--- src/verilog/pwm_core_pkg.sv ---
`default_nettype none
package pwm_core_pkg;
   // structure of the core
   localparam int NGEN = 4;
   localparam int TB_W = 13;
   localparam int DUTY_W = 16;
   localparam int FINE_W = 3;
   localparam int ROLL_W = 6;
   localparam int DIV_W = 3;
   localparam int SRC_W = 3;
   localparam int NSRC = 8;
   localparam int ADDR_W = 8;
   localparam int DATA_W = 32;

   // time base clock: one count per rising pclk edge
   localparam int PCLK_HZ = 20_000_000;
   localparam int TB_STEP_PS = 1_000_000_000 / (PCLK_HZ / 1000);
   localparam int FINE_STEPS = 1 << FINE_W;
   localparam int FINE_STEP_PS = TB_STEP_PS / FINE_STEPS;

   // register byte offsets
   localparam logic [ADDR_W-1:0] CTRL_ADDR = 8'h00;
   localparam logic [ADDR_W-1:0] PERIOD_ADDR = 8'h04;
   localparam logic [ADDR_W-1:0] MDUTY_ADDR = 8'h08;
   localparam logic [ADDR_W-1:0] STATUS_ADDR = 8'h0C;
   localparam logic [ADDR_W-1:0] GEN_BASE = 8'h10;
   localparam int GEN_STRIDE_SH = 4;
   localparam logic [ADDR_W-1:0] DUTY_OFF = 8'h00;
   localparam logic [ADDR_W-1:0] PHASE_OFF = 8'h04;
   localparam logic [ADDR_W-1:0] GCFG_OFF = 8'h08;
   localparam logic [ADDR_W-1:0] TCFG_OFF = 8'h0C;

   // control register fields (main_timebase_control)
   localparam int CTRL_RUN_BIT = 0;
   localparam int CTRL_SYNC_EN_BIT = 1;
   localparam int CTRL_SYNC_SRC_LSB = 2;
   localparam int CTRL_HOLD_BIT = 5;
   // period sits in bits 15:3
   localparam int PERIOD_LSB = 3;
   // generator config fields
   localparam int GCFG_MASTER_BIT = 0;
   localparam int GCFG_INDEP_TB_BIT = 1;
   localparam int GCFG_OUT_INDEP_BIT = 2;
   localparam int GCFG_MATCH_LSB = 16;
   // trig_config_reg fields
   localparam int TCFG_DIV_LSB = 0;
   localparam int TCFG_START_LSB = 8;
   // status fields
   localparam int STAT_RUN_BIT = 0;
   localparam int STAT_HIGH_LSB = 4;
   localparam int STAT_TEN_LSB = 8;

   // duty extremes forcing the output
   localparam logic [DUTY_W-1:0] DUTY_ALL_OFF = 16'h0000;
   localparam logic [DUTY_W-1:0] DUTY_ALL_ON = 16'hFFFF;
   localparam logic [TB_W-1:0] TB_ZERO = 13'h0000;
   localparam logic [TB_W-1:0] TB_ONE = 13'h0001;
   localparam logic [ROLL_W-1:0] ROLL_ONE = 6'h01;
   localparam logic [DIV_W-1:0] DIV_ONE = 3'h1;
   localparam logic [DATA_W-1:0] RD_ZERO = 32'h0000_0000;
endpackage : pwm_core_pkg
`default_nettype wire

--- src/verilog/gen_link_if.sv ---
`timescale 1ns/1ps
`default_nettype none
interface gen_link_if;
   import pwm_core_pkg::*;
   logic run;
   logic rollover;
   logic phase_load;
   logic [TB_W-1:0] phase;
   logic [DUTY_W-1:0] duty;
   logic indep_tb;
   logic out_indep;
   logic [TB_W-1:0] trig_match;
   logic [ROLL_W-1:0] roll;
   logic [ROLL_W-1:0] start;
   logic [DIV_W-1:0] div;
   logic pwm_h;
   logic pwm_l;
   logic [FINE_W-1:0] fine;
   logic local_match;
   logic trig_pulse;
   logic trig_en;

   modport core (output run, rollover, phase_load, phase, duty, indep_tb, out_indep,
      trig_match, roll, start, div, input pwm_h, pwm_l, fine, local_match, trig_pulse, trig_en);
   modport gen (input run, rollover, phase_load, phase, duty, indep_tb, out_indep,
      trig_match, output pwm_h, pwm_l, fine, local_match);
   modport trig (input run, roll, start, div, local_match, output trig_pulse, trig_en);
endinterface : gen_link_if
`default_nettype wire

--- src/verilog/pwm_channel.sv ---
`timescale 1ns/1ps
`default_nettype none
module pwm_channel (
   input wire logic pclk,
   input wire logic presetn,
   gen_link_if.gen lk
);
   import pwm_core_pkg::*;

   logic [TB_W-1:0] cnt_r;
   logic [TB_W-1:0] cnt_nxt;
   logic [TB_W-1:0] cnt_inc;
   logic active;
   logic pwm_h_r;
   logic pwm_l_r;
   logic [FINE_W-1:0] fine_r;
   logic match_r;

   // local counter: software preset beats every load but the clear while run is low
   assign cnt_inc = cnt_r + TB_ONE;
   assign cnt_nxt = !lk.run ? TB_ZERO :
      lk.phase_load ? lk.phase :
      lk.indep_tb ? ((cnt_r == lk.phase) ? TB_ZERO : cnt_inc) :
      lk.rollover ? lk.phase : cnt_inc;                           // see R6

   // extremes override the compare so no sliver escapes
   assign active = lk.run && ((lk.duty == DUTY_ALL_ON) ||
      ((lk.duty != DUTY_ALL_OFF) && (cnt_r <= lk.duty[DUTY_W-1:FINE_W]))); // see R15

   always_ff @(posedge pclk or negedge presetn) begin
      if (!presetn) begin
         cnt_r <= TB_ZERO;
         pwm_h_r <= 1'b0;
         pwm_l_r <= 1'b0;
         fine_r <= '0;
         match_r <= 1'b0;
      end else begin
         cnt_r <= cnt_nxt;
         pwm_h_r <= active;
         pwm_l_r <= lk.run && (lk.out_indep ? active : !active); // see R17
         fine_r <= lk.duty[FINE_W-1:0];
         match_r <= lk.run && (cnt_r == lk.trig_match);
      end
   end

   assign lk.pwm_h = pwm_h_r;
   assign lk.pwm_l = pwm_l_r;
   assign lk.fine = fine_r;
   assign lk.local_match = match_r;
endmodule : pwm_channel
`default_nettype wire

--- src/verilog/trig_postscaler.sv ---
`timescale 1ns/1ps
`default_nettype none
module trig_postscaler (
   input wire logic pclk,
   input wire logic presetn,
   gen_link_if.trig lk
);
   import pwm_core_pkg::*;

   logic en_r;
   logic [DIV_W-1:0] cnt_r;
   logic [DIV_W-1:0] ratio;
   logic [DIV_W-1:0] cnt_inc;
   logic last;
   logic pulse_r;

   // a zero ratio is taken as divide by one
   assign ratio = (lk.div == '0) ? DIV_ONE : lk.div;
   assign cnt_inc = cnt_r + DIV_ONE;
   assign last = (cnt_inc >= ratio);

   // once armed, roll and start no longer matter until run drops
   always_ff @(posedge pclk or negedge presetn) begin
      if (!presetn) begin
         en_r <= 1'b0;
         cnt_r <= '0;
         pulse_r <= 1'b0;
      end else begin
         en_r <= lk.run && (en_r || (lk.roll == lk.start));        // see R2 see R3
         pulse_r <= lk.run && en_r && lk.local_match && last;
         if (!lk.run || !en_r) begin
            cnt_r <= '0;
         end else if (lk.local_match) begin
            cnt_r <= last ? '0 : cnt_inc;
         end
      end
   end

   assign lk.trig_en = en_r;
   assign lk.trig_pulse = pulse_r;
endmodule : trig_postscaler
`default_nettype wire

--- src/verilog/multi_timebase_pwm_core.sv ---
// Implementation choices: the register addresses and the APB interface to the registers.
`timescale 1ns/1ps
`default_nettype none
// Operation
// six-bit roll counter counts period matches, unreadable
// per-generator start field arms trigger postscaler
// armed postscaler ignores roll until re-enable
// disable clears roll and disarms postscalers
// phase register write presets local counter
// primary sync keeps local counters lock-step
// primary sync reloads counters with phase values
// independent mode wraps at phase value
// thirteen-bit counters, one count per clock
// run bit starts, stops, clears all counters
// period in bits 15:3, match reloads
// primary cycle lasts period plus one
// compare upper 13 bits, low 3 fine
// per-generator duty plus shared master duty
// output active while count within duty
// optional duty update at primary rollover
// complementary mode inverts second pin
// independent output drives both pins same
// counters never readable by software
// trigger every N matches, N 1..7
// zero duty off, all-ones duty on
// external sync resets primary, match pulse out
// select bit picks master or own duty
// low duty bits delay falling edge finely
module multi_timebase_pwm_core (
   input wire logic pclk,
   input wire logic presetn,
   input wire logic psel,
   input wire logic penable,
   input wire logic pwrite,
   input wire logic [pwm_core_pkg::ADDR_W-1:0] paddr,
   input wire logic [pwm_core_pkg::DATA_W-1:0] pwdata,
   output logic [pwm_core_pkg::DATA_W-1:0] prdata,
   output logic pready,
   output logic pslverr,
   input wire logic [pwm_core_pkg::NSRC-1:0] ext_sync_in,
   output logic sync_out,
   output logic [pwm_core_pkg::NGEN-1:0] pair_high_out,
   output logic [pwm_core_pkg::NGEN-1:0] pair_low_out,
   output logic [pwm_core_pkg::NGEN-1:0] adc_trig,
   output logic [pwm_core_pkg::NGEN*pwm_core_pkg::FINE_W-1:0] fine_delay
);
   import pwm_core_pkg::*;

   // byte address of one generator register
   function automatic logic [ADDR_W-1:0] gen_addr(input int g, input logic [ADDR_W-1:0] off);
      gen_addr = GEN_BASE + ADDR_W'(g << GEN_STRIDE_SH) + off;
   endfunction : gen_addr

   // address match for one register, used by the write strobes and the read selection
   function automatic logic hit(input logic [ADDR_W-1:0] a, input logic [ADDR_W-1:0] target);
      hit = (a == target);
   endfunction : hit

   // global control state (main_timebase_control)
   logic module_run_bit_r;
   logic ext_sync_enable_r;
   logic [SRC_W-1:0] ext_sync_source_r;
   logic hold_r;
   logic [TB_W-1:0] main_period_value_r;
   logic [DUTY_W-1:0] mduty_sh_r;
   logic [DUTY_W-1:0] mduty_r;

   // primary time base, roll counter and sync edge
   logic [TB_W-1:0] main_timebase_count_r;
   logic [TB_W-1:0] main_timebase_count_nxt;
   logic [ROLL_W-1:0] roll_r;
   logic [ROLL_W-1:0] roll_nxt;
   logic ext_prev_r;
   logic sync_out_r;

   // per-generator software state
   logic [DUTY_W-1:0] duty_sh_r [NGEN];
   logic [DUTY_W-1:0] local_duty_value_r [NGEN];
   logic [TB_W-1:0] phase_r [NGEN];
   logic use_master_r [NGEN];
   logic indep_tb_r [NGEN];
   logic out_indep_r [NGEN];
   logic [DUTY_W-1:0] trig_match_value_r [NGEN];
   logic [DIV_W-1:0] trig_divide_ratio_r [NGEN];
   logic [ROLL_W-1:0] trig_start_select_r [NGEN];
   logic [NGEN-1:0] phase_load_r;
   logic [NGEN-1:0] trig_en_w;

   // bus decode
   logic wr_acc;
   logic rd_setup;
   logic addr_ok;
   logic [ADDR_W-GEN_STRIDE_SH-1:0] blk;
   logic [1:0] gi;
   logic [ADDR_W-1:0] sub_off;
   logic [DATA_W-1:0] ctrl_rd;
   logic [DATA_W-1:0] stat_rd;
   logic [DATA_W-1:0] gen_rd;
   logic [DATA_W-1:0] rd_mux;
   logic [DATA_W-1:0] prdata_r;
   logic slverr_r;

   // primary sequencing
   logic ext_level;
   logic ext_edge;
   logic period_match;
   logic rollover;
   logic duty_load;

   // zero-wait slave: every access completes in its first access cycle
   assign wr_acc = psel && penable && pwrite;
   assign rd_setup = psel && !penable;
   assign blk = paddr[ADDR_W-1:GEN_STRIDE_SH];
   assign gi = 2'(blk - 1'b1);
   assign sub_off = {{(ADDR_W-GEN_STRIDE_SH){1'b0}}, paddr[GEN_STRIDE_SH-1:0]};
   assign addr_ok = (paddr[1:0] == 2'h0) && (int'(blk) <= NGEN);
   assign pready = 1'b1;
   assign pslverr = slverr_r;
   assign prdata = prdata_r;

   // read selection; no counter value ever reaches the bus
   assign ctrl_rd = RD_ZERO | (DATA_W'(module_run_bit_r) << CTRL_RUN_BIT)
      | (DATA_W'(ext_sync_enable_r) << CTRL_SYNC_EN_BIT)
      | (DATA_W'(ext_sync_source_r) << CTRL_SYNC_SRC_LSB)
      | (DATA_W'(hold_r) << CTRL_HOLD_BIT);
   assign stat_rd = RD_ZERO | (DATA_W'(module_run_bit_r) << STAT_RUN_BIT)
      | (DATA_W'(pair_high_out) << STAT_HIGH_LSB)
      | (DATA_W'(trig_en_w) << STAT_TEN_LSB);
   assign gen_rd = hit(sub_off, DUTY_OFF) ? DATA_W'(duty_sh_r[gi]) :
      hit(sub_off, PHASE_OFF) ? DATA_W'(phase_r[gi]) :
      hit(sub_off, GCFG_OFF) ? ((DATA_W'(use_master_r[gi]) << GCFG_MASTER_BIT)
         | (DATA_W'(indep_tb_r[gi]) << GCFG_INDEP_TB_BIT)
         | (DATA_W'(out_indep_r[gi]) << GCFG_OUT_INDEP_BIT)
         | (DATA_W'(trig_match_value_r[gi]) << GCFG_MATCH_LSB)) :
      ((DATA_W'(trig_divide_ratio_r[gi]) << TCFG_DIV_LSB)
         | (DATA_W'(trig_start_select_r[gi]) << TCFG_START_LSB));
   assign rd_mux = !addr_ok ? RD_ZERO :
      hit(paddr, CTRL_ADDR) ? ctrl_rd :
      hit(paddr, PERIOD_ADDR) ? (DATA_W'(main_period_value_r) << PERIOD_LSB) :
      hit(paddr, MDUTY_ADDR) ? DATA_W'(mduty_sh_r) :
      hit(paddr, STATUS_ADDR) ? stat_rd : gen_rd;

   // read data captured in setup so it stands through the access cycle
   always_ff @(posedge pclk or negedge presetn) begin
      if (!presetn) begin
         prdata_r <= RD_ZERO;
         slverr_r <= 1'b0;
      end else if (rd_setup) begin
         prdata_r <= pwrite ? RD_ZERO : rd_mux;
         slverr_r <= !addr_ok;
      end
   end

   // global registers; period and duty writable at any moment
   always_ff @(posedge pclk or negedge presetn) begin
      if (!presetn) begin
         module_run_bit_r <= 1'b0;
         ext_sync_enable_r <= 1'b0;
         ext_sync_source_r <= '0;
         hold_r <= 1'b0;
         main_period_value_r <= TB_ZERO;
         mduty_sh_r <= DUTY_ALL_OFF;
      end else if (wr_acc) begin
         if (hit(paddr, CTRL_ADDR)) begin
            module_run_bit_r <= pwdata[CTRL_RUN_BIT];
            ext_sync_enable_r <= pwdata[CTRL_SYNC_EN_BIT];
            ext_sync_source_r <= pwdata[CTRL_SYNC_SRC_LSB +: SRC_W];
            hold_r <= pwdata[CTRL_HOLD_BIT];
         end
         if (hit(paddr, PERIOD_ADDR)) begin
            main_period_value_r <= pwdata[PERIOD_LSB +: TB_W];        // see R11
         end
         if (hit(paddr, MDUTY_ADDR)) begin
            mduty_sh_r <= pwdata[DUTY_W-1:0];
         end
      end
   end

   // primary rollover: period match or a rising edge on the chosen sync input
   assign ext_level = ext_sync_in[ext_sync_source_r];
   assign ext_edge = ext_sync_enable_r && ext_level && !ext_prev_r;
   assign period_match = module_run_bit_r && (main_timebase_count_r == main_period_value_r);
   assign rollover = module_run_bit_r && (period_match || ext_edge);
   // counter spans zero..period, so a cycle is period plus one counts
   assign main_timebase_count_nxt = (!module_run_bit_r || rollover) ? TB_ZERO :
      main_timebase_count_r + TB_ONE;                                     // see R9
   assign roll_nxt = !module_run_bit_r ? '0 :
      period_match ? roll_r + ROLL_ONE : roll_r;                          // see R1
   // without hold the shadow passes straight through, one cycle later
   assign duty_load = !hold_r || rollover;

   always_ff @(posedge pclk or negedge presetn) begin
      if (!presetn) begin
         main_timebase_count_r <= TB_ZERO;
         roll_r <= '0;
         ext_prev_r <= 1'b0;
         sync_out_r <= 1'b0;
         mduty_r <= DUTY_ALL_OFF;
      end else begin
         main_timebase_count_r <= main_timebase_count_nxt;
         roll_r <= roll_nxt;
         ext_prev_r <= ext_level;
         sync_out_r <= period_match;
         if (duty_load) begin
            mduty_r <= mduty_sh_r;
         end
      end
   end
   assign sync_out = sync_out_r;

   // one channel and one trigger postscaler per generator
   for (genvar g = 0; g < NGEN; g++) begin : gen_ch
      gen_link_if lk ();
      logic wr_duty;
      logic wr_phase;
      logic wr_gcfg;
      logic wr_tcfg;

      assign wr_duty = wr_acc && hit(paddr, gen_addr(g, DUTY_OFF));
      assign wr_phase = wr_acc && hit(paddr, gen_addr(g, PHASE_OFF));
      assign wr_gcfg = wr_acc && hit(paddr, gen_addr(g, GCFG_OFF));
      assign wr_tcfg = wr_acc && hit(paddr, gen_addr(g, TCFG_OFF));

      // software side of the generator
      always_ff @(posedge pclk or negedge presetn) begin
         if (!presetn) begin
            duty_sh_r[g] <= DUTY_ALL_OFF;
            local_duty_value_r[g] <= DUTY_ALL_OFF;
            phase_r[g] <= TB_ZERO;
            phase_load_r[g] <= 1'b0;
            use_master_r[g] <= 1'b0;
            indep_tb_r[g] <= 1'b0;
            out_indep_r[g] <= 1'b0;
            trig_match_value_r[g] <= DUTY_ALL_OFF;
            trig_divide_ratio_r[g] <= '0;
            trig_start_select_r[g] <= '0;
         end else begin
            phase_load_r[g] <= wr_phase;
            if (duty_load) begin
               local_duty_value_r[g] <= duty_sh_r[g];
            end
            if (wr_duty) begin
               duty_sh_r[g] <= pwdata[DUTY_W-1:0];
            end
            if (wr_phase) begin
               phase_r[g] <= pwdata[TB_W-1:0];
            end
            if (wr_gcfg) begin
               use_master_r[g] <= pwdata[GCFG_MASTER_BIT];
               indep_tb_r[g] <= pwdata[GCFG_INDEP_TB_BIT];
               out_indep_r[g] <= pwdata[GCFG_OUT_INDEP_BIT];
               trig_match_value_r[g] <= pwdata[GCFG_MATCH_LSB +: DUTY_W];
            end
            if (wr_tcfg) begin
               trig_divide_ratio_r[g] <= pwdata[TCFG_DIV_LSB +: DIV_W];
               trig_start_select_r[g] <= pwdata[TCFG_START_LSB +: ROLL_W];
            end
         end
      end

      // the phase preset takes the value just written
      assign lk.run = module_run_bit_r;
      assign lk.rollover = rollover;                                      // see R6
      assign lk.phase_load = phase_load_r[g];
      assign lk.phase = phase_r[g];
      assign lk.duty = use_master_r[g] ? mduty_r : local_duty_value_r[g];
      assign lk.indep_tb = indep_tb_r[g];
      assign lk.out_indep = out_indep_r[g];
      assign lk.trig_match = trig_match_value_r[g][DUTY_W-1:FINE_W];
      assign lk.roll = roll_r;
      assign lk.start = trig_start_select_r[g];
      assign lk.div = trig_divide_ratio_r[g];

      pwm_channel u_ch (
         .pclk(pclk),
         .presetn(presetn),
         .lk(lk)
      );

      trig_postscaler u_trig (
         .pclk(pclk),
         .presetn(presetn),
         .lk(lk)
      );

      // outputs leave straight from the channel and postscaler flip-flops
      assign pair_high_out[g] = lk.pwm_h;
      assign pair_low_out[g] = lk.pwm_l;
      assign adc_trig[g] = lk.trig_pulse;
      assign trig_en_w[g] = lk.trig_en;
      assign fine_delay[g*FINE_W +: FINE_W] = lk.fine;                    // see R13
   end
endmodule : multi_timebase_pwm_core
`default_nettype wire

--- config.mk ---
export PLATFORM = sky130hd
export DESIGN_NAME = multi_timebase_pwm_core
export DESIGN_NICKNAME = d
export VERILOG_FILES = /design/src/verilog/pwm_core_pkg.sv /design/src/verilog/gen_link_if.sv /design/src/verilog/pwm_channel.sv /design/src/verilog/trig_postscaler.sv /design/src/verilog/multi_timebase_pwm_core.sv
export SDC_FILE = /design/constraint.sdc
export NUM_CORES = 1
export LEC_CHECK = 0
export BUFFER_PORTS_ARGS = -buffer_cell sky130_fd_sc_hd__buf_2
export CORE_UTILIZATION = 30
export DETAILED_ROUTE_END_ITERATION = 8
export PLACE_DENSITY_LB_ADDON = 0.1
export SLEW_MARGIN = 20
export SYNTH_ARGS = -nofsm -noshare
export SYNTH_HDL_FRONTEND = slang
export SYNTH_SLANG_ARGS = --single-unit
--- constraint.sdc ---
create_clock -name pclk -period 4 [get_ports pclk]
set_clock_uncertainty 0.15 [all_clocks]
set_input_delay 0.2 -clock pclk [delete_from_list [all_inputs] [get_ports pclk]]
set_output_delay 0.2 -clock pclk [all_outputs]
set_load 0.1 [all_outputs]
==> flow_summary.toml, run 1 <==
[outcome]
status = "finished, final reports clean"

[timing]
hold_ws_ns = 0.0296
fin_crit_ns = 3.47
rsz0062_at_grt = "no"
slew_headroom = 0.309
fmax_mhz = 288
tns_ns = 0
tightest_slew_ns = 1.04
finalSetupViolations = 0
fin_crit_sh = 0.868
final_hold_viol_count = 0
timing.final.max_slew_violations = 0

[setup_path]
slowest_stage = "dlygate4sd3_1"
crit_chain = "mux4_2, dlygate4sd3_1, mux2_2, a32oi_2, o21a_4, buf_4, mux2_1"
worstPathMaxFanout = 14
cp-end-kind = "flop"
required_ns = 4.37
max_stage_delay_ns = 0.57
crit_family = "multiplexers"
path_buf_inv = 2
arrival_ns = 3.84
start_kind = "flop"
critical_path_class = "reg2reg"

[routing]
postRouteAntennaNets = 0
drc = 0
viasPerCell = 5.34
wl_um = 98500
vias = 18900
routedWlPerCell_um = 27.8
drt_pass1_iterations = 7
drtIter0Drc = 1625

[min_path]
hold_class = "in2reg"

[grt]
antenna_found_initial = 11
grt_max_degree = 90
grt_use_total = 0.220
grt_pass1_wl_um = 143000
grt_pass1_vias = 19400
grt_overflow = 0

[power_and_ir_drop]
ir_worst_vdd_uv = 351
leakage_nw = 14.6
power_density_mw_per_mm2 = 478

[clock_tree]
cts_htree_levels = 2
cts_buffers = 61
cts.sink_count = 497
clock-root-buffer = "clkbuf_16"
cts_tree = "done"
insertion_delay_ns = 0.65
clockBufferDepth = 3
clk_pin_slew_worst_paths_ns = 0.06
ctsHoldBuffers = 34
post_cts_resized = 0
post_cts_buffers = 0

[yosys]
avgSynthCellArea_um2 = 11.9
synthFlopType = "dfrtp_1"
yosysUniqueCellTypes = 80
yosys-top-cells-area = "dfrtp_1 47%, mux2_2 12%, mux4_2 4.6%"
synth_warnings = 0
synth_nets = 2365
synth_edf_count = 0
syn-cell-area_mm2 = 0.0266
yosys-top-cells-count = "497 x dfrtp_1, 277 x mux2_2, 120 x nand2_1"
yosysTopAreaCellShare = 0.467
ys_ff_latch = 497
yosysMostFrequentCell = "dfrtp_1"
yosysTopAreaCell = "dfrtp_1"
synthArstFlopShare = 1.00
seq_area_frac_synth = 0.467
syn_inst = 2234

[final_layout]
area_growth_pct = 16.0
drive_gt1_frac = 0.260
num-nets-final = 2475
stdcell_count = 3549

[die]
die_h_um = 300
fp.dieW_um = 300
num_rows = 108
die_area_mm2 = 0.0899
io_pins = 112
coreArea_mm2 = 0.0873
start_util = 0.305

[flow_run]
cap_violations = 0

[placement]
gp_congestion = 0.880
port_buffers = 110
dpl.hpwl_um = 73500
place_inst = 3402
registers in the layout, summed over array words and instances (netlist names), 6 cells and up:
name	flops
main_timebase_count_r	13
mduty_r	16
gen_ch.lk.start	24
gen_ch.u_ch.lk.fine	12
gen_ch.u_ch.cnt_r	52
mduty_sh_r	16
gen_ch.lk.trig_match	52
prdata	32
gen_ch.u_trig.cnt_r	12
local_duty_value_r	64
main_period_value_r	13
trig_match_value_r	12
duty_sh_r	64
gen_ch.lk.phase	52
gen_ch.lk.roll	6
gen_ch.lk.div	12
layer usage:
metal  up-vias  global-route usage  wire length (um)  part of all wire
li1       8389                   -                 -                 -
met1      9847               0.314             46000              0.47
met2       543               0.337             44000              0.45
met3       154              0.0340              4670             0.047
met4         6              0.0801              3770             0.038
met5         -                   0                35           0.00036
through the flow:
| stage | power (W) | setup slack [ns] | util | cell area (um^2) |
|---|---|---|---|---|
| 3_5_place_dp | 0.00911 | 0.837 | 0.326 | 28400 |
| 5_1_grt | 0.0155 | 0.369 | 0.354 | 30900 |
| 2_1_floorplan | 0.00802 | 0.922 | - | 26600 |
| 4_1_cts | 0.0149 | 0.490 | 0.354 | 30900 |
| 6_report | 0.0148 | 0.529 | 0.354 | 30900 |
| 3_3_place_gp | 0.00906 | 0.841 | 0.326 | 28400 |
path summary, 6_finish.rpt:
check | start | to | slack (ns) | cells past startpoint
min | pwdata[3] | main_period_value_r[0] | 0.03 | 2
min in group asynchronous | presetn | gen_ch[3].lk.trig_match[4] | 0.04 | 2
min reg2reg | prdata[15] | prdata[15] | 0.33 | 2
max | ext_sync_source_r[0] | local_duty_value_r[30] | 0.53 | 7
max reg2reg | ext_sync_source_r[0] | local_duty_value_r[30] | 0.53 | 7
max in group asynchronous | presetn | gen_ch[0].u_ch.lk.local_match | 2.66 | 3
report_power, final:
part           switching (W)  leakage, nW  internal (W)
combinational        0.00195         6.72       0.00115
sequential          0.000650         6.83       0.00531
clock                0.00233         1.01       0.00338
layout make-up:
cell class	count	area, um^2
clock inverters	23	268
fillers	8717	56400
repair buffers	199	1430
diodes	1	2.50
multi-input cells	1534	13300
clock buffers	89	1800
well taps	1155	1450
inverters	51	191
flip-flops and latches	497	12400
cell families after synthesis:
group,count (synthesis),synth area share
AOI/OAI and AO/OA,260,0.0711
adders and majority gates,78,0.0367
other,1,0.000141
muxes,498,0.229
DFF,497,0.467
and+or+nand+nor,491,0.0932
buffers and inverters,203,0.0345
xor gates and xnor gates,206,0.0678
worst register-to-register path: cells and delay by family, from the launching register on:
family          cells  cell delay (ns)
compound gates      2             0.65
buf+inv             2             0.89
flops               1             0.49
mux                 3             1.17
placed cells by master, fill, tap and decap left out, types with 7 or more instances in the layout:
| cell type | instances |
|---|---|
| mux2_2 | 277 |
| a31oi_1 | 15 |
| clkbuf_1 | 12 |
| nand4_1 | 48 |
| nor2b_1 | 9 |
| xnor2_1 | 108 |
| nand2_1 | 120 |
| ha_1 | 77 |
| buf_12 | 9 |
| o21ai_0 | 28 |
| nor2_1 | 101 |
| mux2_1 | 80 |
| a21o_1 | 26 |
| nor4_1 | 35 |
| clkinv_2 | 9 |
| xor2_1 | 98 |
| nor3_1 | 35 |
| a21oi_1 | 46 |
| buf_4 | 47 |
| mux2i_1 | 87 |
| o22ai_1 | 12 |
| inv_1 | 50 |
| mux4_2 | 54 |
| dlygate4sd3_1 | 34 |
| nand2b_1 | 11 |
| and3_1 | 27 |
| buf_2 | 108 |
| dfrtp_1 | 495 |
| nand3_1 | 57 |
| a22o_1 | 17 |
| o2bb2ai_1 | 30 |
| clkbuf_16 | 62 |
| and2_1 | 7 |
| clkbuf_8 | 15 |
Note: power is estimated with default switching activity, not from simulation.
==> inputs of run 2 (changes only) <==
- CELL_PAD_IN_SITES_DETAIL_PLACEMENT: default -> 0
- CELL_PAD_IN_SITES_GLOBAL_PLACEMENT: default -> 1
==> flow_summary.toml, run 2 (same netlist as run 1, synthesis figures left out) <==
[outcome]
status = "finished, final reports clean"

[final_layout]
mostFrequentLayoutCells = "496 x dfrtp_1, 277 x mux2_2, 120 x nand2_1"
nFillCells = 8736
area_growth_pct = 15.7
drive_gt1_frac = 0.260
num-nets-final = 2471
layout_commonest_cell = "dfrtp_1"
reg_top3 = "duty_sh_r x64, local_duty_value_r x64"

[routing]
viasPerCell = 5.31
wl_um = 99200
postRouteAntennaNets = 0
routedWlPerCell_um = 28.0
drt_pass1_iterations = 5
drtIter0Drc = 1504
drc = 0
vias = 18800

[grt]
grt_pass1_wl_um = 144000
antenna_found_initial = 10
grt_use_total = 0.221
grt_pass1_vias = 19400
grt_overflow = 0
grt_max_degree = 92

[timing]
fin_crit_ns = 3.86
finalSetupViolations = 0
rsz0062_at_grt = "no"
tns_ns = 0
fin_crit_sh = 0.965
fmax_mhz = 259
slew_headroom = 0.280
tightest_slew_ns = 1.07
final_hold_viol_count = 0
hold_ws_ns = 0.0114
timing.final.max_slew_violations = 0

[setup_path]
start_kind = "flop"
worstPathMaxFanout = 15
worstSetupStartpoint = "ext_sync_source_r[0]"
arrival_ns = 4.28
critical_path_class = "reg2reg"
required_ns = 4.42
r2r-start = "ext_sync_source_r[0]"
cp-end-kind = "flop"

[placement]
port_buffers = 110
gp_congestion = 0.881
dpl.hpwl_um = 74200

[clock_tree]
cts_buffers = 60
post_cts_buffers = 0
cts_tree = "done"
cts.sink_count = 497
clk_pin_slew_worst_paths_ns = 0.06
clockBufferDepth = 3
clock-root-buffer = "clkbuf_16"
ctsHoldBuffers = 27
post_cts_resized = 0
insertion_delay_ns = 0.64
cts_htree_levels = 2

[power_and_ir_drop]
ir_worst_vdd_uv = 345
power_density_mw_per_mm2 = 480
leakage_nw = 14.5

[die]
num_rows = 108
die_area_mm2 = 0.0899
io_pins = 112
start_util = 0.305
coreArea_mm2 = 0.0873
die_h_um = 300
fp.dieW_um = 300

[flow_run]
cap_violations = 0

[min_path]
hold_class = "in2async"
## run 2: cell count changes in the layout (fill, tap and decap cells not counted), sizes merged
cell	previous run	this run
dlygate4sd3	34	27
buf	165	169
clkinv	13	9
clkinvlp	5	2
bufinv	4	6
clkbuf	89	90
diode	1	2
## run 2: worst paths after layout
check                                                     end  slack [ns]  depth (start not counted)
worst max register to register        gen_ch[1].u_ch.cnt_r[1]        0.14                          7
min in group pclk                         gen_ch[3].lk.div[1]        0.02                          3
max in group asynchronous       gen_ch[2].u_ch.lk.local_match        2.52                          4
worst min register to register                      prdata[4]        0.33                          2
worst min-delay path                   local_duty_value_r[34]        0.01                          2
worst max-delay path                  gen_ch[1].u_ch.cnt_r[1]        0.14                          7
## run 2: metal layers
| layer | GRT usage | routed length (um) | part of all wire | vias up |
|---|---|---|---|---|
| li1 | - | - | - | 8361 |
| met5 | 0 | 14 | 0.00014 | - |
| met4 | 0.0419 | 1670 | 0.017 | 2 |
| met1 | 0.318 | 47300 | 0.48 | 9951 |
| met3 | 0.0218 | 3240 | 0.033 | 99 |
| met2 | 0.361 | 47000 | 0.47 | 402 |
## run 2: power by group
part | internal, W | switching (W) | total (W)
Combinational | 0.00115 | 0.00197 | 0.00313
Clock | 0.00347 | 0.00228 | 0.00575
Sequential | 0.00531 | 0.000608 | 0.00592
## run 2: cell type report
cell class / count / area, um^2 / share of cell area
Antenna cell: 2 / 5.00 / 0.000162
Clock buffer: 90 / 1790 / 0.0582
Clock inverter: 18 / 283 / 0.00918
Inverter: 51 / 191 / 0.00621
Multi-Input combinational cell: 1534 / 13300 / 0.431
Sequential cell: 497 / 12400 / 0.404
Tap cell: 1155 / 1450 / 0.0469
Timing Repair Buffer: 196 / 1360 / 0.0443
## run 2: metrics by stage
stage                     worst slack (ns)  cell area, um^2  total power, W  std cells  utilization
after floorplan                      0.922            26600         0.00802       2234            -
after global placement               0.110            28500         0.00909       3406        0.326
after detailed placement             0.529            28500         0.00913       3406        0.326
after CTS                            0.176            30800          0.0150       3541        0.353
after global routing               0.00454            30800          0.0155       3541        0.353
final                                0.141            30800          0.0148       3543        0.353
## run 2: critical path, stage by stage, from the launching register on
cell,delay [ns]
dfrtp_1,0.42
mux4_2,0.51
dlygate4sd3_1,0.56
mux2_2,0.29
a32oi_2,0.54
buf_4,0.36
o2111ai_1,0.51
a2bb2o_1,0.45
